**config.mk**
```make
export PLATFORM = sky130hd
export DESIGN_NAME = if_pll_divider_config
export DESIGN_NICKNAME = d
export VERILOG_FILES = /design/src/hdl/if_pll_pkg.sv /design/src/hdl/serial_word_if.sv /design/src/hdl/if_pll_divider_config.sv /design/src/hdl/serial_word_rx.sv
export VERILOG_INCLUDE_DIRS = /design/src /design/src/hdl
export SDC_FILE = /design/constraint.sdc
export NUM_CORES = 1
export LEC_CHECK = 0
export ABC_CLOCK_PERIOD_IN_PS = 5640
export BUFFER_PORTS_ARGS = -buffer_cell sky130_fd_sc_hd__buf_4
export CORE_ASPECT_RATIO = 0.75
export CORE_MARGIN = 1
export CORE_UTILIZATION = 47
export DETAILED_ROUTE_END_ITERATION = 8
export PLACE_DENSITY_LB_ADDON = 0.12
export SETUP_SLACK_MARGIN = 0.15
export SLEW_MARGIN = 0
export SYNTH_ARGS = -nofsm -noshare
export SYNTH_HDL_FRONTEND = slang
export SYNTH_SLANG_ARGS = --single-unit
```
**constraint.sdc**
```tcl
create_clock -name clk_sys -period 5.64 [get_ports clk_sys]
set_clock_uncertainty 0.2 [all_clocks]
set_input_delay 1.128 -clock clk_sys [delete_from_list [all_inputs] [get_ports clk_sys]]
set_output_delay 1.128 -clock clk_sys [all_outputs]
set_load 0.01 [all_outputs]
```
**src/hdl/if_pll_params.svh**
```systemverilog
`ifndef IF_PLL_PARAMS_SVH
`define IF_PLL_PARAMS_SVH

// ============================================================
// Serial word layout
`define WORD_W 24
`define MAIN_W 9
`define SWAL_W 4
`define REF_W 9
`define TEST_W 18
`define FB_MAIN_LSB 4
`define FB_MAIN_MSB 12
`define FB_SWAL_LSB 13
`define FB_SWAL_MSB 16
`define REF_LSB 5
`define REF_MSB 13
`define TEST_LSB 6
`define TEST_MSB 23

// ============================================================
// Address suffixes, shortest first
`define SFX_CP 2'h2
`define SFX_LBW 3'h3
`define SFX_FB 4'h7
`define SFX_REF 5'h0F
`define SFX_TEST 6'h1F

// ============================================================
// Built-in default settings and reset values
`define DEF_MAIN 9'h010
`define DEF_SWAL 4'h0
`define DEF_REF 9'h002
`define DEF_TEST 18'h20000

// ============================================================
// Dual-modulus prescaler terminal counts (divide by 16 or 17)
`define PRESC_LOW_LAST 5'h0F
`define PRESC_HIGH_LAST 5'h10

`endif

```
**src/hdl/if_pll_pkg.sv**
```systemverilog
// ============================================================
// Types shared by the configuration block
package if_pll_pkg;

  // Which configuration word a suffix selects
  typedef enum logic [2:0] {
    WK_FEEDBACK,
    WK_REFERENCE,
    WK_TEST,
    WK_OTHER,
    WK_NONE
  } word_kind_e;

endpackage : if_pll_pkg

```
**src/hdl/serial_word_if.sv**
```systemverilog
`timescale 1ns/1ps
`default_nettype none

// ============================================================
// Completed serial word from receiver to register bank
interface serial_word_if;
  logic [23:0] word;
  logic strobe;
  modport rx (output word, output strobe);
  modport core (input word, input strobe);
endinterface : serial_word_if

`default_nettype wire

```
**src/hdl/if_pll_divider_config.sv**
```systemverilog
`timescale 1ns/1ps
`default_nettype none
`include "if_pll_params.svh"

// What this block does
// RULE1: A word ending in 0111 is the feedback counter word, and the host ends such words so.
// RULE2: The feedback word carries swallow count above main count with fixed top bits.
// RULE3: Programmed words act only while use-default-settings is 0, else defaults apply.
// RULE4: The feedback divider is a 9-bit main counter with a 4-bit swallow counter, pulse-swallow.
// RULE5: The host programs swallow count from 0 to 15.
// RULE6: The host programs main count from 1 to 511.
// RULE7: Feedback division is sixteen times main plus swallow, swallow kept below main.
// RULE8: A word ending in 01111 is the reference divider word.
// RULE9: The host places the 9-bit reference divide just above the suffix, fixed top bits.
// RULE10: The host programs the reference divide from 2 to 511.
// RULE11: A word ending in 011111 is the factory test word.
// RULE12: The host avoids the test word, or sends a top one with zeros below.
// RULE13: Suffixes 10 and 011 select other words, so decoding is prefix-free.
// RULE14: Words shift in MSB first on serial clock rise and latch on latch enable rise.
// RULE15: A word with no matching suffix changes no register.
module if_pll_divider_config (
  // Clock and reset
  input wire logic clk_sys,
  input wire logic rst_n,
  // Serial configuration pins
  input wire logic ser_clk,
  input wire logic ser_data,
  input wire logic latch_enable_line,
  // Control word zero default select, from outside the domain
  input wire logic use_default_settings,
  // Divider input ticks
  input wire logic vco_tick,
  input wire logic ref_tick,
  // Applied settings
  output logic [8:0] main_count,
  output logic [3:0] swallow_count,
  output logic [8:0] ref_divide,
  output logic [17:0] test_data,
  // Events
  output logic word_taken,
  output logic fb_div_pulse,
  output logic ref_div_pulse
);

  serial_word_if wrd ();

  logic dflt_a_reg;
  logic dflt_b_reg;
  logic [`MAIN_W-1:0] main_word_reg;
  logic [`SWAL_W-1:0] swal_word_reg;
  logic [`REF_W-1:0] ref_word_reg;
  logic [`TEST_W-1:0] test_word_reg;
  logic word_taken_reg;
  logic [`MAIN_W-1:0] main_count_reg;
  logic [`SWAL_W-1:0] swallow_count_reg;
  logic [`REF_W-1:0] ref_divide_reg;
  logic [`TEST_W-1:0] test_data_reg;
  logic [4:0] presc_cnt_reg;
  logic [`MAIN_W-1:0] main_left_reg;
  logic [`SWAL_W-1:0] swal_left_reg;
  logic [`REF_W-1:0] ref_cnt_reg;
  logic fb_div_pulse_reg;
  logic ref_div_pulse_reg;
  logic [4:0] presc_last;
  logic presc_out;
  logic main_wrap;
  logic ref_out;
  if_pll_pkg::word_kind_e kind;

  // ============================================================
  // Suffix decoder, longest code first
  function automatic if_pll_pkg::word_kind_e decode_kind(input logic [`WORD_W-1:0] w);
    if (w[5:0] == `SFX_TEST) begin
      decode_kind = if_pll_pkg::WK_TEST; // RULE11
    end else if (w[4:0] == `SFX_REF) begin
      decode_kind = if_pll_pkg::WK_REFERENCE; // RULE8
    end else if (w[3:0] == `SFX_FB) begin
      decode_kind = if_pll_pkg::WK_FEEDBACK; // RULE1
    end else if (w[2:0] == `SFX_LBW || w[1:0] == `SFX_CP) begin
      decode_kind = if_pll_pkg::WK_OTHER; // RULE13
    end else begin
      decode_kind = if_pll_pkg::WK_NONE;
    end
  endfunction : decode_kind

  // ============================================================
  // Serial receiver
  serial_word_rx u_rx (
    .clk_sys(clk_sys),
    .rst_n(rst_n),
    .ser_clk(ser_clk),
    .ser_data(ser_data),
    .latch_enable_line(latch_enable_line),
    .wrd(wrd)
  );

  assign kind = decode_kind(wrd.word);

  // Default select pin synchroniser
  always_ff @(posedge clk_sys or negedge rst_n) begin
    if (!rst_n) begin
      dflt_a_reg <= 1'b1;
      dflt_b_reg <= 1'b1;
    end else begin
      dflt_a_reg <= use_default_settings;
      dflt_b_reg <= dflt_a_reg;
    end
  end

  // ============================================================
  // Word registers; unmatched suffixes fall through untouched
  always_ff @(posedge clk_sys or negedge rst_n) begin
    if (!rst_n) begin
      main_word_reg <= `DEF_MAIN;
      swal_word_reg <= `DEF_SWAL;
      ref_word_reg <= `DEF_REF;
      test_word_reg <= `DEF_TEST;
    end else if (wrd.strobe) begin
      unique case (kind)
        if_pll_pkg::WK_FEEDBACK: begin
          main_word_reg <= wrd.word[`FB_MAIN_MSB:`FB_MAIN_LSB]; // RULE2
          swal_word_reg <= wrd.word[`FB_SWAL_MSB:`FB_SWAL_LSB]; // RULE2
        end
        if_pll_pkg::WK_REFERENCE: begin
          ref_word_reg <= wrd.word[`REF_MSB:`REF_LSB];
        end
        if_pll_pkg::WK_TEST: begin
          test_word_reg <= wrd.word[`TEST_MSB:`TEST_LSB];
        end
        if_pll_pkg::WK_OTHER, if_pll_pkg::WK_NONE: begin
        end // RULE15
      endcase
    end
  end

  // Pulse for any word this block owns
  always_ff @(posedge clk_sys or negedge rst_n) begin
    if (!rst_n) begin
      word_taken_reg <= 1'b0;
    end else begin
      word_taken_reg <= wrd.strobe && (kind == if_pll_pkg::WK_FEEDBACK ||
        kind == if_pll_pkg::WK_REFERENCE || kind == if_pll_pkg::WK_TEST);
    end
  end

  // ============================================================
  // Applied settings: defaults while the select is high
  always_ff @(posedge clk_sys or negedge rst_n) begin
    if (!rst_n) begin
      main_count_reg <= `DEF_MAIN;
      swallow_count_reg <= `DEF_SWAL;
      ref_divide_reg <= `DEF_REF;
      test_data_reg <= `DEF_TEST;
    end else if (dflt_b_reg) begin
      main_count_reg <= `DEF_MAIN; // RULE3
      swallow_count_reg <= `DEF_SWAL;
      ref_divide_reg <= `DEF_REF;
      test_data_reg <= `DEF_TEST;
    end else begin
      main_count_reg <= main_word_reg; // RULE3
      swallow_count_reg <= swal_word_reg;
      ref_divide_reg <= ref_word_reg;
      test_data_reg <= test_word_reg;
    end
  end

  // ============================================================
  // Dual-modulus prescaler: 17 while swallows remain, else 16
  assign presc_last = (swal_left_reg != 4'h0) ? `PRESC_HIGH_LAST : `PRESC_LOW_LAST; // RULE4
  assign presc_out = vco_tick && (presc_cnt_reg >= presc_last);
  assign main_wrap = presc_out && (main_left_reg <= 9'h001);

  always_ff @(posedge clk_sys or negedge rst_n) begin
    if (!rst_n) begin
      presc_cnt_reg <= 5'h00;
    end else if (vco_tick) begin
      presc_cnt_reg <= presc_out ? 5'h00 : presc_cnt_reg + 5'h01;
    end
  end

  // Main and swallow counters, reloaded at each output pulse
  always_ff @(posedge clk_sys or negedge rst_n) begin
    if (!rst_n) begin
      main_left_reg <= `DEF_MAIN;
      swal_left_reg <= `DEF_SWAL;
    end else if (main_wrap) begin
      main_left_reg <= main_count_reg; // RULE7
      swal_left_reg <= swallow_count_reg;
    end else if (presc_out) begin
      main_left_reg <= main_left_reg - 9'h001;
      if (swal_left_reg != 4'h0) begin
        swal_left_reg <= swal_left_reg - 4'h1;
      end
    end
  end

  // ============================================================
  // Reference divider
  assign ref_out = ref_tick && (ref_cnt_reg >= ref_divide_reg - 9'h001);

  always_ff @(posedge clk_sys or negedge rst_n) begin
    if (!rst_n) begin
      ref_cnt_reg <= 9'h000;
    end else if (ref_tick) begin
      ref_cnt_reg <= ref_out ? 9'h000 : ref_cnt_reg + 9'h001;
    end
  end

  // Output pulses
  always_ff @(posedge clk_sys or negedge rst_n) begin
    if (!rst_n) begin
      fb_div_pulse_reg <= 1'b0;
      ref_div_pulse_reg <= 1'b0;
    end else begin
      fb_div_pulse_reg <= main_wrap;
      ref_div_pulse_reg <= ref_out;
    end
  end

  assign main_count = main_count_reg;
  assign swallow_count = swallow_count_reg;
  assign ref_divide = ref_divide_reg;
  assign test_data = test_data_reg;
  assign word_taken = word_taken_reg;
  assign fb_div_pulse = fb_div_pulse_reg;
  assign ref_div_pulse = ref_div_pulse_reg;
endmodule : if_pll_divider_config

`default_nettype wire

```
**src/hdl/serial_word_rx.sv**
```systemverilog
`timescale 1ns/1ps
`default_nettype none
`include "if_pll_params.svh"

// ============================================================
// Three-wire serial receiver, sampled on the system clock
module serial_word_rx (
  // Clock and reset
  input wire logic clk_sys,
  input wire logic rst_n,
  // Serial pins
  input wire logic ser_clk,
  input wire logic ser_data,
  input wire logic latch_enable_line,
  // Completed word
  serial_word_if.rx wrd
);

  logic [2:0] sync_a_reg;
  logic [2:0] sync_b_reg;
  logic clk_prev_reg;
  logic le_prev_reg;
  logic [`WORD_W-1:0] shift_reg;
  logic [`WORD_W-1:0] word_reg;
  logic strobe_reg;
  logic clk_rise;
  logic le_rise;

  // ============================================================
  // Two-stage synchronisers: clock, data, latch enable
  always_ff @(posedge clk_sys or negedge rst_n) begin
    if (!rst_n) begin
      sync_a_reg <= 3'h0;
      sync_b_reg <= 3'h0;
    end else begin
      sync_a_reg <= {latch_enable_line, ser_data, ser_clk};
      sync_b_reg <= sync_a_reg;
    end
  end

  // Edge history
  always_ff @(posedge clk_sys or negedge rst_n) begin
    if (!rst_n) begin
      clk_prev_reg <= 1'b0;
      le_prev_reg <= 1'b0;
    end else begin
      clk_prev_reg <= sync_b_reg[0];
      le_prev_reg <= sync_b_reg[2];
    end
  end

  assign clk_rise = sync_b_reg[0] & ~clk_prev_reg;
  assign le_rise = sync_b_reg[2] & ~le_prev_reg;

  // Shift in MSB first on serial clock rise
  always_ff @(posedge clk_sys or negedge rst_n) begin
    if (!rst_n) begin
      shift_reg <= 24'h000000;
    end else if (clk_rise) begin
      shift_reg <= {shift_reg[`WORD_W-2:0], sync_b_reg[1]}; // RULE14
    end
  end

  // Hand over the word on latch enable rise
  always_ff @(posedge clk_sys or negedge rst_n) begin
    if (!rst_n) begin
      word_reg <= 24'h000000;
      strobe_reg <= 1'b0;
    end else begin
      strobe_reg <= le_rise; // RULE14
      if (le_rise) begin
        word_reg <= shift_reg;
      end
    end
  end

  assign wrd.word = word_reg;
  assign wrd.strobe = strobe_reg;
endmodule : serial_word_rx

`default_nettype wire

```
==> results.toml <==
[run_status]
status = "finished clean"

[synthesis]
ys_seq_elements = 169
synth-seq-area-share = 0.612
yosys-top-cells-count = "160 x dfrtp_1, 88 x mux2_2, 41 x nor2b_1"
synth.yosys.warnings = 0
synth_nets = 555
syn_area_per_cell_um2 = 13.2
ys_top_cells_by_area = "dfrtp_1 58%, mux2_2 14%, nor2b_1 3.7%, ha_1 3.6%, dfstp_2 3.4%"
synthCells = 527
netlist.area_leader.share = 0.578
synth_top_flop_cell = "dfrtp_1"
synthArstFlopShare = 1.00
synth_top_area_cell = "dfrtp_1"
syn_area_um2 = 6930
synth_most_common_cell = "dfrtp_1"
ys_types = 49
synth_edf_count = 0

[critical_path]
crit_fanout = 11
start_kind = "flop"
cp.arrival_ps = 3000
reg2reg_depth = 9
cp.required_ps = 5720
critPathCaptureType = "flop"
rrSetupSlack_ps = 2720
timing.rr.end = "swal_left_reg[0]$_DFFE_PN0P_"
rr_startpoint = "swal_left_reg[0]$_DFFE_PN0P_"
crit_type = "flop to flop"

[pwr]
total_power_mw = 3.68
ir_drop_uv = 245
p_leak_nw = 3.99
power.density_nw_per_um2 = 454

[timing]
period_needed_ps = 2920
tns_ps = 0
grt_setup_unrepaired = "false"
worst_slew_pin_slew_ps = 834
period_share = 0.517
setup-violations-final = 0
slew_headroom = 0.444
fmax_mhz = 343
final-hold-violation-count = 0
finalMaxSlewViolations = 0

[finish]
nNetsFinal = 612
area_growth_pct = 17.0
drive_gt1_frac = 0.328
regArea_um2 = 4240
post-route-util = 0.563
antennaDiodeCount = 0
multi_input_area_um2 = 2530
fillers = 1226

[global_routing]
grt_pass1_wl_mm = 20.9
overflow = 0
grt_max_degree = 68
first_global_vias = 4149
antenna_found_initial = 0
track_usage = 0.182

[drt]
ant_nets = 0
routedWlPerCell_um = 15.4
num_vias = 4055
drt-total-wl_mm = 12.2
drt_iter0_markers = 193
drc = 0
vias_per_cell = 5.09
drt-pass1-iter-count = 5

[clocking]
cts_setup_buffers = 0
worstSkewPairLatency_ps = 420
cts_tree = "built"
cts_num_sinks = 169
holdBufCountCts = 0
cts_resized = 0
cts_made_buffers = 17
clkTransAtPathRegs_ps = 60
clk_path_buf_depth = 2
cts_max_level = 4
cts-root-buf = "clkbuf_16"

[floorplan]
rows = 38
dieArea_um2 = 15200
start_util = 0.481
fp.dieH_um = 107
core-area_um2 = 14400
pin_count = 51
die_x_um = 142

[run]
cap_violations = 0

[place]
hpwlAfterDp_mm = 8.05
finalWeightedCongestion = 0.787
port_buffers = 50

[hold_path]
holdPathStages = 0
hp-class = "flop to flop"
worstHoldStart = "u_rx.sync_a_reg[1]$_DFF_PN0_"
whs_endpoint = "u_rx.sync_b_reg[1]$_DFF_PN0_"
placed cells by master (no fill, tap or decap), types with 3 or more instances in the layout:
cell type  Yosys  layout
or2_2          3       3
o21ai_0       19      19
inv_1         22      22
clkbuf_16      0      17
a2bb2oi_1      3       3
buf_4          0      54
nor2b_1       41      40
o21ai_1        4       4
nand3_1       18      18
nor3_1         6       6
mux2_2        88      88
dfrtp_1      160     160
dfstp_2        9       9
ha_1          20      20
xor2_1         5       5
nand2b_1       4       4
a21oi_1       23      23
nand2_1       21      21
nand4_1        3       3
nor3b_1        3       3
xnor2_1        6       6
o22ai_1        4       4
clkbuf_8       0       5
nor2_1        21      21
where the power goes:
part           internal [mW]  switching (mW)  total, mW
Clock                  0.671           0.465       1.14
Combinational          0.403           0.437      0.840
Sequential              1.46           0.243       1.70
Total                   2.54            1.15       3.68
through the flow:
step / setup slack [ps] / instance area (µm²) / hold slack (ps) / cells
after detailed placement: 2740 / 7520 / 139 / 765
after CTS: 2710 / 8110 / 153 / 797
final: 2720 / 8110 / 151 / 797
after global placement: 2940 / 7520 / 136 / 765
after global routing: 2480 / 8110 / 159 / 797
after floorplan: 3150 / 6930 / 131 / 527
per-layer routing:
metal | track usage | share of wire | wire length, µm | vias up
met5 | 0 | 0 | 0 | -
met4 | 0.0845 | 0.015 | 182 | 0
met3 | 0.0424 | 0.030 | 370 | 14
met2 | 0.274 | 0.46 | 5610 | 53
met1 | 0.250 | 0.50 | 6080 | 2037
li1 | - | - | - | 1951
area by class of cell:
class                      instances  area share
sequential                       169       0.523
multi-input combinational        319       0.312
clock buffer                      24      0.0619
timing repair buffer              55      0.0514
tap                              200      0.0309
clock inverter                     8      0.0105
inverter                          22      0.0102
worst max path at each step:
stage | start | end | slack [ps] | cells past startpoint
final | swal_left_reg[0]$_DFFE_PN0P_ | swal_left_reg[0]$_DFFE_PN0P_ | 2720 | 9
after global routing | swal_left_reg[0]$_DFFE_PN0P_ | swal_left_reg[0]$_DFFE_PN0P_ | 2480 | 9
after CTS | swal_left_reg[0]$_DFFE_PN0P_ | swal_left_reg[0]$_DFFE_PN0P_ | 2710 | 9
after detailed placement | swal_left_reg[0]$_DFFE_PN0P_ | swal_left_reg[1]$_DFFE_PN0P_ | 2740 | 9
after global placement | swal_left_reg[0]$_DFFE_PN0P_ | swal_left_reg[0]$_DFFE_PN0P_ | 2940 | 9
after floorplan | ref_divide[5]$_DFF_PN0_ | ref_cnt_reg[3]$_DFFE_PN0P_ | 3150 | 10
kinds of logic after synthesis:
family,count (synthesis),synth area share
DFF,169,0.612
AOI/OAI and AO/OA,67,0.0625
muxes,89,0.144
buffers and inverters,39,0.0237
xor gates and xnor gates,11,0.0139
and+or+nand+nor,132,0.108
adders and majority gates,20,0.0361
critical path, stage by stage, from the launching register on:
cell and delay [ps]:
dfrtp_1 390, inv_1 60, ha_1 220, nand3_1 210, inv_1 130, ha_1 360, and3_1 200, a21oi_1 670
a21oi_1 150, a2bb2oi_1 180
No activity file was read; power rests on OpenSTA's default activity.
